### config.mk
export PLATFORM = sky130hd
export DESIGN_NAME = ccci_top
export DESIGN_NICKNAME = d
export VERILOG_FILES = /design/src/common/ccci_pkg.sv /design/src/ccci_top.sv
export VERILOG_INCLUDE_DIRS = /design/src /design/src/common
export SDC_FILE = /design/constraint.sdc
export NUM_CORES = 1
export LEC_CHECK = 0
export ABC_AREA = 1
export BUFFER_PORTS_ARGS = -buffer_cell sky130_fd_sc_hd__buf_2
export CORE_ASPECT_RATIO = 1.25
export CORE_MARGIN = 10
export CORE_UTILIZATION = 41
export DETAILED_ROUTE_END_ITERATION = 16
export PLACE_DENSITY = 0.8
export SYNTH_ARGS = -nofsm -noshare
export SYNTH_HDL_FRONTEND = slang
export SYNTH_SLANG_ARGS = --single-unit
### constraint.sdc
create_clock -name mclk -period 1.4 [get_ports mclk]
set_clock_uncertainty 0.05 [all_clocks]
set_input_delay 0.07 -clock mclk [delete_from_list [all_inputs] [get_ports mclk]]
set_output_delay 0.07 -clock mclk [all_outputs]
set_load 0.01 [all_outputs]
### src/common/ccci_consts.svh
// Register offsets, field positions, reset values and timing counts for the comparator block.
`ifndef CCCI_CONSTS_SVH
`define CCCI_CONSTS_SVH
`define CCCI_OFF_CTRL1      12'h000
`define CCCI_OFF_CTRL2      12'h004
`define CCCI_OFF_SHARED     12'h008
`define CCCI_OFF_FLAGS      12'h00c
`define CCCI_OFF_ENABLES    12'h010
`define CCCI_OFF_IRQCTL     12'h014
`define CCCI_BIT_ENABLE     7
`define CCCI_BIT_RESULT     6
`define CCCI_BIT_PIN_OE     5
`define CCCI_BIT_INVERT     4
`define CCCI_BIT_REF_SEL    2
`define CCCI_CTRL_RESET     8'h00
`define CCCI_TICK_DIV       2'd3
`endif

### src/common/ccci_pkg.sv
// Types shared by the comparator control block.
package ccci_pkg;
   typedef struct packed {
      logic       cmp_enable;
      logic       cmp_pin_output_enable;
      logic       cmp_output_invert;
      logic       pos_input_ref_sel;
      logic [1:0] neg_input_channel_sel;
   } ccci_ctrl_t;

   typedef struct packed {
      logic [31:0] paddr;
      logic        psel;
      logic        penable;
      logic        pwrite;
      logic [31:0] pwdata;
   } ccci_apb_req_t;

   typedef struct packed {
      logic [31:0] prdata;
      logic        pready;
      logic        pslverr;
   } ccci_apb_rsp_t;

   typedef struct packed {
      ccci_ctrl_t [1:0] ctrl;
      logic [1:0]       result;
      logic [1:0]       read_latch;
      logic [1:0]       cycle_latch;
      logic [1:0]       mismatch_prev;
      logic [1:0]       change_flag;
      logic [1:0]       irq_enable;
      logic             periph_en;
      logic             global_en;
      logic [1:0]       tick_cnt;
      logic [31:0]      prdata;
   } ccci_state_t;
endpackage

### src/ccci_top.sv
// Control, change detection and interrupt gating for two analog comparators.
//
// Design decisions made here: the placing of the registers and register access over APB.
`timescale 1ns/10ps
`default_nettype none
`include "ccci_consts.svh"

module ccci_top (
   input  wire logic                   mclk,
   input  wire logic                   reset_n,
   input  wire ccci_pkg::ccci_apb_req_t apb_req,
   output ccci_pkg::ccci_apb_rsp_t      apb_rsp,
   input  wire logic [1:0]             analog_cmp_raw,
   input  wire logic [1:0]             pin_direction_bit,
   input  wire logic [1:0]             port_data_latch,
   output logic [1:0]                  analog_cmp_power_on,
   output logic [3:0]                  analog_neg_sel,
   output logic [1:0]                  analog_pos_ref_sel,
   output logic [1:0]                  cmp_pin_out,
   output logic [1:0]                  cmp_pin_oe,
   output logic                        cmp_irq,
   output logic                        cmp_wake
);
   import ccci_pkg::*;

   // Reset release synchroniser.
   logic [1:0]  rst_sync_q;
   logic        rst_n;
   // Raw comparator outputs arrive from analog cells, so synchronise them.
   logic [1:0]  raw_meta_q;
   logic [1:0]  raw_sync_q;
   ccci_state_t s_q;
   ccci_state_t s_d;
   logic        phase_one_tick;
   logic        wr_acc;
   logic        rd_acc;
   logic [11:0] addr;
   logic [1:0]  pol_res;
   logic [1:0]  mismatch;

   // Release reset through two flip-flops.
   always_ff @(posedge mclk or negedge reset_n) begin
      if (!reset_n) begin
         rst_sync_q <= 2'h0;
      end else begin
         rst_sync_q <= {rst_sync_q[0], 1'b1};
      end
   end
   assign rst_n = rst_sync_q[1];

   // Two-stage synchroniser for the analog results.
   always_ff @(posedge mclk or negedge rst_n) begin
      if (!rst_n) begin
         raw_meta_q <= 2'h0;
         raw_sync_q <= 2'h0;
      end else begin
         raw_meta_q <= analog_cmp_raw;
         raw_sync_q <= raw_meta_q;
      end
   end

   // Applies the polarity bit to a raw result, gated by the enable.
   function automatic logic polarize(input logic raw, input ccci_ctrl_t c);
      polarize = c.cmp_enable & (raw ^ c.cmp_output_invert);
   endfunction

   // Packs a control register image for read back.
   function automatic logic [31:0] ctrl_image(input ccci_ctrl_t c, input logic res);
      logic [31:0] v;
      v = 32'h0;
      v[`CCCI_BIT_ENABLE]  = c.cmp_enable;
      v[`CCCI_BIT_RESULT]  = res;
      v[`CCCI_BIT_PIN_OE]  = c.cmp_pin_output_enable;
      v[`CCCI_BIT_INVERT]  = c.cmp_output_invert;
      v[`CCCI_BIT_REF_SEL] = c.pos_input_ref_sel;
      v[1:0]               = c.neg_input_channel_sel;
      ctrl_image = v;
   endfunction

   // Unpacks written data into a control register.
   function automatic ccci_ctrl_t ctrl_load(input logic [31:0] w);
      ccci_ctrl_t c;
      c.cmp_enable            = w[`CCCI_BIT_ENABLE];
      c.cmp_pin_output_enable = w[`CCCI_BIT_PIN_OE];
      c.cmp_output_invert     = w[`CCCI_BIT_INVERT];
      c.pos_input_ref_sel     = w[`CCCI_BIT_REF_SEL];
      c.neg_input_channel_sel = w[1:0];
      ctrl_load = c;
   endfunction

   // Bus decode; the slave answers in the access phase with no wait.
   assign addr   = apb_req.paddr[11:0];
   assign wr_acc = apb_req.psel & apb_req.penable & apb_req.pwrite;
   assign rd_acc = apb_req.psel & apb_req.penable & ~apb_req.pwrite;
   assign phase_one_tick = (s_q.tick_cnt == `CCCI_TICK_DIV);

   always_comb begin
      for (int i = 0; i < 2; i++) begin
         pol_res[i] = polarize(raw_sync_q[i], s_q.ctrl[i]);
      end
   end

   // Mismatch is the XOR of the two latches; pin enable plays no part.
   assign mismatch = s_q.read_latch ^ s_q.cycle_latch;

   // Next-state logic for all block state.
   always_comb begin
      s_d = s_q;
      s_d.tick_cnt = phase_one_tick ? 2'd0 : s_q.tick_cnt + 2'd1;
      if (phase_one_tick) begin
         s_d.result      = pol_res;
         s_d.cycle_latch = pol_res;
      end
      s_d.mismatch_prev = mismatch;
      for (int i = 0; i < 2; i++) begin
         if (mismatch[i] && !s_q.mismatch_prev[i]) begin
            s_d.change_flag[i] = 1'b1;
         end
      end
      // Read data is captured in the setup cycle and stands until the next setup cycle.
      if (apb_req.psel && !apb_req.penable) begin
         case (addr)
            `CCCI_OFF_CTRL1:   s_d.prdata = ctrl_image(s_q.ctrl[0], s_q.result[0]);
            `CCCI_OFF_CTRL2:   s_d.prdata = ctrl_image(s_q.ctrl[1], s_q.result[1]);
            `CCCI_OFF_SHARED:  s_d.prdata = {30'h0, s_q.result};
            `CCCI_OFF_FLAGS:   s_d.prdata = {30'h0, s_q.change_flag};
            `CCCI_OFF_ENABLES: s_d.prdata = {30'h0, s_q.irq_enable};
            `CCCI_OFF_IRQCTL:  s_d.prdata = {30'h0, s_q.global_en, s_q.periph_en};
            default:           s_d.prdata = 32'h0;
         endcase
      end
      // Any access to a control register (read, or the read inside a write) reloads latch one.
      if (rd_acc || wr_acc) begin
         case (addr)
            `CCCI_OFF_CTRL1: s_d.read_latch[0] = s_q.cycle_latch[0];
            `CCCI_OFF_CTRL2: s_d.read_latch[1] = s_q.cycle_latch[1];
            default:         s_d.read_latch = s_d.read_latch;
         endcase
      end
      if (wr_acc) begin
         case (addr)
            `CCCI_OFF_CTRL1:   s_d.ctrl[0] = ctrl_load(apb_req.pwdata);
            `CCCI_OFF_CTRL2:   s_d.ctrl[1] = ctrl_load(apb_req.pwdata);
            `CCCI_OFF_ENABLES: s_d.irq_enable = apb_req.pwdata[1:0];
            `CCCI_OFF_IRQCTL: begin
               s_d.periph_en = apb_req.pwdata[0];
               s_d.global_en = apb_req.pwdata[1];
            end
            `CCCI_OFF_FLAGS: begin
               // Writing 0 clears, writing 1 sets; a same-cycle hardware set wins.
               for (int i = 0; i < 2; i++) begin
                  s_d.change_flag[i] = apb_req.pwdata[i] |
                     (mismatch[i] & ~s_q.mismatch_prev[i]);
               end
            end
            default: s_d.ctrl = s_d.ctrl;
         endcase
      end
   end

   // State register; reset turns both comparators off.
   always_ff @(posedge mclk or negedge rst_n) begin
      if (!rst_n) begin
         s_q <= '0;
      end else begin
         s_q <= s_d;
      end
   end

   // Analog side controls and pin drive.
   always_comb begin
      for (int i = 0; i < 2; i++) begin
         analog_cmp_power_on[i]    = s_q.ctrl[i].cmp_enable;
         analog_neg_sel[2*i +: 2]  = s_q.ctrl[i].neg_input_channel_sel;
         analog_pos_ref_sel[i]     = s_q.ctrl[i].pos_input_ref_sel;
         // Override uses the unlatched result, which is low while the comparator is disabled; the enable also gates the pin drive.
         cmp_pin_out[i] = s_q.ctrl[i].cmp_pin_output_enable ? pol_res[i]
                                                            : port_data_latch[i];
         cmp_pin_oe[i]  = s_q.ctrl[i].cmp_pin_output_enable & s_q.ctrl[i].cmp_enable
                          & ~pin_direction_bit[i];
      end
   end

   // Interrupt and wake gating.
   assign cmp_irq  = |(s_q.change_flag & s_q.irq_enable) & s_q.periph_en & s_q.global_en;
   assign cmp_wake = |(s_q.change_flag & s_q.irq_enable) & s_q.periph_en;

   assign apb_rsp.prdata  = s_q.prdata;
   assign apb_rsp.pready  = 1'b1;
   assign apb_rsp.pslverr = 1'b0;

   // Assertions.
   a_flag_edge_set: assert property (@(posedge mclk) disable iff (!rst_n)
      (mismatch[0] && !s_q.mismatch_prev[0]) |=> s_q.change_flag[0])
      else $error("Flag 0 not set on mismatch edge.");
   a_read_clears_mm: assert property (@(posedge mclk) disable iff (!rst_n)
      (rd_acc && addr == `CCCI_OFF_CTRL1 && !phase_one_tick) |=> !mismatch[0])
      else $error("Read did not clear mismatch 0.");
   a_other_kept: assert property (@(posedge mclk) disable iff (!rst_n)
      (rd_acc && addr == `CCCI_OFF_CTRL1) |=> $stable(s_q.read_latch[1]))
      else $error("Read of one comparator disturbed the other.");
   a_irq_gate: assert property (@(posedge mclk) disable iff (!rst_n)
      cmp_irq |-> (s_q.global_en && s_q.periph_en))
      else $error("Interrupt without enables.");
   a_pin_oe: assert property (@(posedge mclk) disable iff (!rst_n)
      cmp_pin_oe[0] |-> (s_q.ctrl[0].cmp_enable && !pin_direction_bit[0]))
      else $error("Pin driven without conditions.");
   a_flag_write: assert property (@(posedge mclk) disable iff (!rst_n)
      (wr_acc && addr == `CCCI_OFF_FLAGS && apb_req.pwdata[1]) |=> s_q.change_flag[1])
      else $error("Flag write of one did not set.");
   a_result_tick: assert property (@(posedge mclk) disable iff (!rst_n)
      phase_one_tick |=> (s_q.result == $past(pol_res)))
      else $error("Result not latched on tick.");
   a_disabled_low: assert property (@(posedge mclk) disable iff (!rst_n)
      !s_q.ctrl[0].cmp_enable |-> !pol_res[0])
      else $error("Disabled comparator gave a result.");
endmodule
`default_nettype wire

==> results of run 1 <==
registers in the layout, summed over array words and instances (netlist names):
register	cells
s_q	18
apb_rsp	7
analog_neg_sel	4
analog_cmp_power_on	2
analog_pos_ref_sel	2
raw_meta_q	2
raw_sync_q	2
rst_sync_q	2
worst reg2reg max path, stage by stage, from the launching register on:
cell,delay (ns)
dfrtp_1,0.39
or2_2,0.28
nand2_1,0.09
o221ai_1,0.15
what timing repair did:
action	CTS	global route
hold endpoints to repair	4	0
endpoints found under the setup margin	1	2
gates resized for setup	0	4
hold buffers	3	0
setup buffers	1	0
pin swaps	0	0
power groups by stage:
stage,logic [mW],clock network [mW],registers [mW]
after global placement,0.183,0,1.17
after detailed placement,0.187,0,1.17
after global routing,0.224,0.792,1.15
after CTS,0.195,0.755,1.15
after floorplan,0.159,0,1.18
final,0.196,0.753,1.15
path summary, 6_finish.rpt:
| path | start | to | slack (ns) | cells past startpoint |
|---|---|---|---|---|
| max | s_q[39] | cmp_irq | 0.07 | 3 |
| min | apb_req[2] | analog_pos_ref_sel[1] | 0.01 | 3 |
| max reg2reg | s_q[44] | s_q[38] | 0.30 | 3 |
| min reg2reg | rst_sync_q[1] | s_q[36] | 0.23 | 1 |
| max in group asynchronous | rst_sync_q[1] | raw_sync_q[1] | 0.74 | 1 |
| min in group asynchronous | reset_n | rst_sync_q[1] | 0.05 | 2 |
cell type report:
cell class | count | area (µm²) | area share [%]
multi-input combinational | 173 | 895 | 36.5
sequential | 39 | 976 | 39.8
inverter | 23 | 86.3 | 3.52
clock inverter | 1 | 5.00 | 0.204
timing repair buffer | 59 | 328 | 13.4
tap | 62 | 77.6 | 3.17
clock buffer | 6 | 82.6 | 3.37
metrics by stage:
stage / util [%] / cell area (µm²) / instances
finish: 47.5 / 2450 / 363
global route: 47.5 / 2450 / 363
CTS: 47.5 / 2450 / 363
detailed placement: 45.1 / 2320 / 352
global placement: 45.1 / 2320 / 352
floorplan: - / 2300 / 280
metal layers:
metal | vias up | GRT usage [%] | part of all wire, %
li1 | 835 | - | -
met1 | 805 | 10.5 | 35
met2 | 60 | 20.8 | 54
met3 | 7 | 4.22 | 9.2
met4 | 0 | 4.57 | 1.6
met5 | - | 0 | 0
layout by cell type, fill, tap and decap left out, types with 4 or more instances in the layout:
master / synthesis / routed
buf_2: 0 / 49
dfrtp_1: 39 / 39
buf_4: 43 / 7
inv_1: 22 / 22
nand2_2: 4 / 4
conb_1: 2 / 28
nand3_1: 16 / 16
clkbuf_8: 0 / 6
a21oi_1: 4 / 4
nor2_1: 16 / 16
o21ai_2: 12 / 12
nand2_1: 56 / 56
o21ai_1: 6 / 10
cell families (layout without fill, tap and decap cells):
logic type / after synthesis / in the layout / share of synthesized area, %
AO/OA/AOI/OAI: 34 / 34 / 10.4
flip-flops: 39 / 39 / 44.3
adder cells (fa/ha/maj): 1 / 1 / 0.567
buffers and inverters: 68 / 89 / 19.6
AND/OR/NAND/NOR: 110 / 110 / 24.8
other: 2 / 28 / 0.341
==> summary.txt, run 1 <==
Sw frac = 24.2%
Fmax = 0.752 GHz
Type of the worst setup path = reg2out
Count of input and output buffers = 49
Largest stage delay on the critical path = 0.41 ns
GRT Overall Usage = 11.1%
Int Power = 1.59 mW
Detailed Route Iter0 Violations = 146
Sink Count = 39
Unrepaired setup endpoints after global routing = false
Detailed placer's ending HPWL = 4.03 mm
Cell class contributing the biggest share of worst-path delay = flip-flops
Syn Area/Cell = 8.68 µm²
WP data required = 1.28 ns
Worst hold path type = in2reg
Cell with the most instances after synthesis = nand2_1
Overflow after GRT = 0
Area of the die = 0.00873 mm²
Worst path buffer plus inverter count = 1
Portion of synthesized cell area occupied by the leading cell type = 44.3%
Number of synthesized flops with an enable pin = 0
Largest cells by area after synthesis = dfrtp_1 (44%), buf_4 (15%), nand2_1 (9.5%)
Site row count = 29
Area delta synth->final = 11.1%
Detailed-route DRC error count = 0
Final number of hold-violating endpoints = 0
Kind of end point of the critical path = output pin
Initial core utilization = 42.8%
Number of setup violations in the final report = 0
Layout cells sized above 1 = 31.2%
Fillers = 508
Clock power frac = 35.9%
Portion of total power attributed to sequential cells = 54.8%
Number of detailed-route iterations in the first pass = 4
Worst supply voltage drop on vdd = 0.461 mV
Most used DFF post-synth = dfrtp_1
Via-per-instance ratio = 4.70
Count of boundary I/O pins = 123
Setup Slack @ Placement = 0.0774 ns
Mapped cell area = 0.00220 mm²
Warning count from the yosys run = 0
DR WL/cell = 13.8 µm
Global-route wire length before repair = 7.92 mm
Most common library cells after synthesis = nand2_1 (56), buf_4 (43), dfrtp_1 (39)
Clock-pin transition on the worst setup and hold timing paths = 0.07 ns
Startpoint class of the critical path = flop
Final Wtd Congestion = 0.784
Setup TNS = 0 ns
Vert. Die Dim = 102 µm
Num CTS Buffers = 5
Critical path, cell by cell = a22o_1, and3_1, buf_2
Pwr Density = 856 mW/mm²
Post-synthesis sequential element count = 39
Combinational Power Share = 9.3%
DIE WIDTH = 85.6 µm
Static leakage = 1.34 nW
Result of the run = complete, no violations
Placeable Area = 0.00515 mm²
CTS tree = done
Initial antenna violation count = 0
Slowest-stage cell, CP = dfrtp_1
PnR worst setup slack = 0.0710 ns
Number of buffers between clock root and the deepest sink = 2
Number of distinct library cells after synthesis = 27
Shortest period the worst path allows = 1.33 ns
Switching power total = 0.507 mW
Number of instances in the synthesized netlist = 254
Cell taking the most area after synthesis = dfrtp_1
Final Routed Wirelength = 5.00 mm
Data arrival, critical path = 1.21 ns
Number of antenna-violating nets in the routed design = 0
Post-synth ARST share = 100%
Largest fanout of any net on the critical path = 3
Worst slack on hold paths = 0.0128 ns
Net total in the final layout = 377
Worst-skew pair later-pin latency = 0.28 ns
Max-cap violations = 0
CTS H-tree lvls = 2
Inserted Diodes = 0
Total number of vias = 1707
Number of global-route vias before repair = 1759
Overall power after layout = 2.10 mW
Root Driver = clkbuf_8
Largest net degree at the start of global routing = 38
Fin. max-slew vios = 0
Sequential cell area fraction in the yosys report = 44.3%
Period utilisation layout = 94.9%
Power figures use the tool's default switching activity.
==> run 2, diff against run 1 <==
--- a/config.mk
+++ b/config.mk
@@ -13,6 +13,8 @@
 export CORE_UTILIZATION = 41
 export DETAILED_ROUTE_END_ITERATION = 16
 export PLACE_DENSITY = 0.8
+export SETUP_SLACK_MARGIN = 0.2
 export SYNTH_ARGS = -nofsm -noshare
 export SYNTH_HDL_FRONTEND = slang
 export SYNTH_SLANG_ARGS = --single-unit
+export TNS_END_PERCENT = 50
==> summary.txt, run 2 (same netlist as run 1, synthesis figures left out) <==
Slowest-stage cell, CP = dfrtp_1
Worst hold path type = in2reg
Largest net degree at the start of global routing = 38 (unchanged)
Final Routed Wirelength = 4.88 mm (-2.6%)
Net total in the final layout = 387 (+2.7%)
Max-cap violations = 0 (unchanged)
Final number of hold-violating endpoints = 0 (unchanged)
CTS tree = done
Worst setup slack for register-to-register paths = 0.28 ns (-0.02 ns)
Most used cells in the layout excluding fill and tap cells = nand2_1 (56), buf_2 (48), dfrtp_1 (38)
Data arrival, critical path = 1.22 ns (about the same)
Final cell utilization of the core = 49.3% (+1.7 points)
Startpoint of the lowest-slack register-to-register path = s_q[43]
Standard cell area after detailed placement = 0.00233 mm² (+0.38%)
Worst supply voltage drop on vdd = 0.642 mV (+39%)
Cell type with the highest occurrence count on the critical path = o21ai_1
Static leakage = 1.39 nW (+3.3%)
Fmax = 0.747 GHz (-0.74%)
Detailed Route Iter0 Violations = 82 (-44%)
Sw frac = 24.3% (+0.079 points)
Switching power total = 0.498 mW (-1.8%)
Detailed-route DRC error count = 0 (unchanged)
Clock-pin transition on the worst setup and hold timing paths = 0.07 ns (about the same)
Vert. Die Dim = 102 µm (unchanged)
Detailed placer's ending HPWL = 3.84 mm (-4.7%)
Final Wtd Congestion = 0.836 (+6.7%)
WP data required = 1.28 ns (about the same)
Non-filler instance count after layout = 374 (+3.0%)
Setup crit end = cmp_pin_out[0]
Placeable Area = 0.00515 mm² (unchanged)
Overflow after GRT = 0 (unchanged)
Site row count = 29 (unchanged)
CTS H-tree lvls = 2 (unchanged)
Root Driver = clkbuf_8
Number of cells on the worst reg-to-reg path = 3 (unchanged)
Reg-to-reg endpoint = s_q[39]
Count of boundary I/O pins = 123 (unchanged)
Number of logic stages on the critical path including buffering = 5 (+2)
Pwr Density = 808 mW/mm² (-5.6%)
Startpoint class of the critical path = flop
Via-per-instance ratio = 4.66 (-0.89%)
Sink Count = 39 (unchanged)
Combinational Power Share = 9.6% (+0.3 points)
Unrepaired setup endpoints after global routing = true
Hold-critical path depth = 3 (unchanged)
Area of the die = 0.00873 mm² (unchanged)
DIE WIDTH = 85.6 µm (unchanged)
Number of buffers between clock root and the deepest sink = 2 (unchanged)
Largest stage delay on the critical path = 0.36 ns (-0.05 ns)
Critical path, cell by cell = inv_2, a21oi_1, o21ai_1, o21ai_1, buf_2
Total number of vias = 1743 (+2.1%)
Result of the run = complete, no violations
Worst slack on hold paths = 0.00943 ns (-0.00334 ns)
Period utilisation layout = 95.6% (+0.71 points)
Global-route wire length before repair = 7.91 mm (about the same)
Largest fanout of any net on the critical path = 3 (unchanged)
Type of the worst setup path = reg2out
Cell class contributing the biggest share of worst-path delay = flip-flops
Num CTS Buffers = 5 (unchanged)
Worst-skew pair later-pin latency = 0.29 ns (about the same)
Portion of total power attributed to sequential cells = 56.0% (+1.2 points)
Setup TNS = 0 ns (unchanged)
Count of input and output buffers = 49 (unchanged)
Most common cell after layout, fill and taps aside = nand2_1
Source of the critical timing path = analog_cmp_power_on[0]
Area delta synth->final = 15.2%
Inst Count DP = 353 (+0.28%)
DR WL/cell = 13.0 µm (-5.4%)
Initial core utilization = 42.8% (unchanged)
Shortest period the worst path allows = 1.34 ns (+0.00994 ns)
Largest register by flop count = s_q
GRT Overall Usage = 11.1% (about the same)
Clock power frac = 34.3% (-1.6 points)
Layout Cell Area excl Fill = 0.00254 mm² (+3.6%)
Number of setup violations in the final report = 0 (unchanged)
Int Power = 1.55 mW (-2.2%)
Number of detailed-route iterations in the first pass = 4 (unchanged)
Layout cells sized above 1 = 34.9% (+3.7 points)
Fin. max-slew vios = 0 (unchanged)
Number of antenna-violating nets in the routed design = 0 (unchanged)
Kind of end point of the critical path = output pin
Max reg flops = 18 (unchanged)
Worst path buffer plus inverter count = 2 (+1)
Initial antenna violation count = 0 (unchanged)
Inserted Diodes = 0 (unchanged)
Number of global-route vias before repair = 1791 (+1.8%)
-- run 2: changes by cell type in the layout (fill, tap and decap cells not counted), sizes merged --
| cell | before | now |
|---|---|---|
| buf | 56 | 66 |
| clkbuf | 6 | 7 |
-- run 2: how the worst min path moves through the flow --
stage	start	to	slack, ns
final	apb_req[4]	s_q[51]	0.009
after global routing	apb_req[7]	analog_cmp_power_on[0]	0.007
after CTS	apb_req[7]	analog_cmp_power_on[1]	0.006
after detailed placement	reset_n	rst_sync_q[0]	-0.19
after global placement	reset_n	rst_sync_q[0]	-0.19
after floorplan	reset_n	rst_sync_q[0]	-0.28
-- run 2: power groups by stage --
stage	registers (mW)	clock network (mW)	logic [mW]
2_1_floorplan	1.18	0	0.159
3_3_place_gp	1.17	0	0.185
3_5_place_dp	1.17	0	0.188
4_1_cts	1.15	0.720	0.196
5_1_grt	1.15	0.770	0.226
6_report	1.15	0.705	0.198
-- run 2: per-stage QoR --
stage | worst slack (ns) | power, mW
global route | 0.0115 | 2.15
detailed placement | 0.123 | 1.36
global placement | 0.139 | 1.35
finish | 0.0611 | 2.05
CTS | 0.0673 | 2.07
floorplan | 0.354 | 1.34
-- run 2: cell type report --
type | count | area (µm²)
clock inverters | 1 | 5.00
fillers | 507 | 2610
inverters | 23 | 86.3
flip-flops and latches | 39 | 977
repair buffers | 69 | 409
multi-input cells | 173 | 907
well taps | 62 | 77.6
clock buffers | 7 | 76.3
-- run 2: worst register-to-register path, cell delays in order, from the launching register on --
cell,delay (ns)
dfrtp_1,0.42
or2_2,0.30
nand2_1,0.09
o221ai_1,0.13
-- run 2: repair_timing --
action | 4_1_cts | 5_1_grt
hold buffers | 3 | 0
setup endpoints to repair | 4 | 6
endpoints found under the hold margin | 4 | 0
buffers inserted | 7 | 3
gates resized for setup | 5 | 5
pin swaps | 3 | 3
-- run 2: per-layer routing --
layer | global-route usage, % | part of all wire [%] | vias up | routed length, µm
li1 | - | - | 853 | -
met1 | 10.4 | 36 | 808 | 1750
met2 | 19.2 | 51 | 71 | 2480
met3 | 5.65 | 11 | 11 | 531
met4 | 5.96 | 2.3 | 0 | 114
met5 | 0 | 0 | - | 0
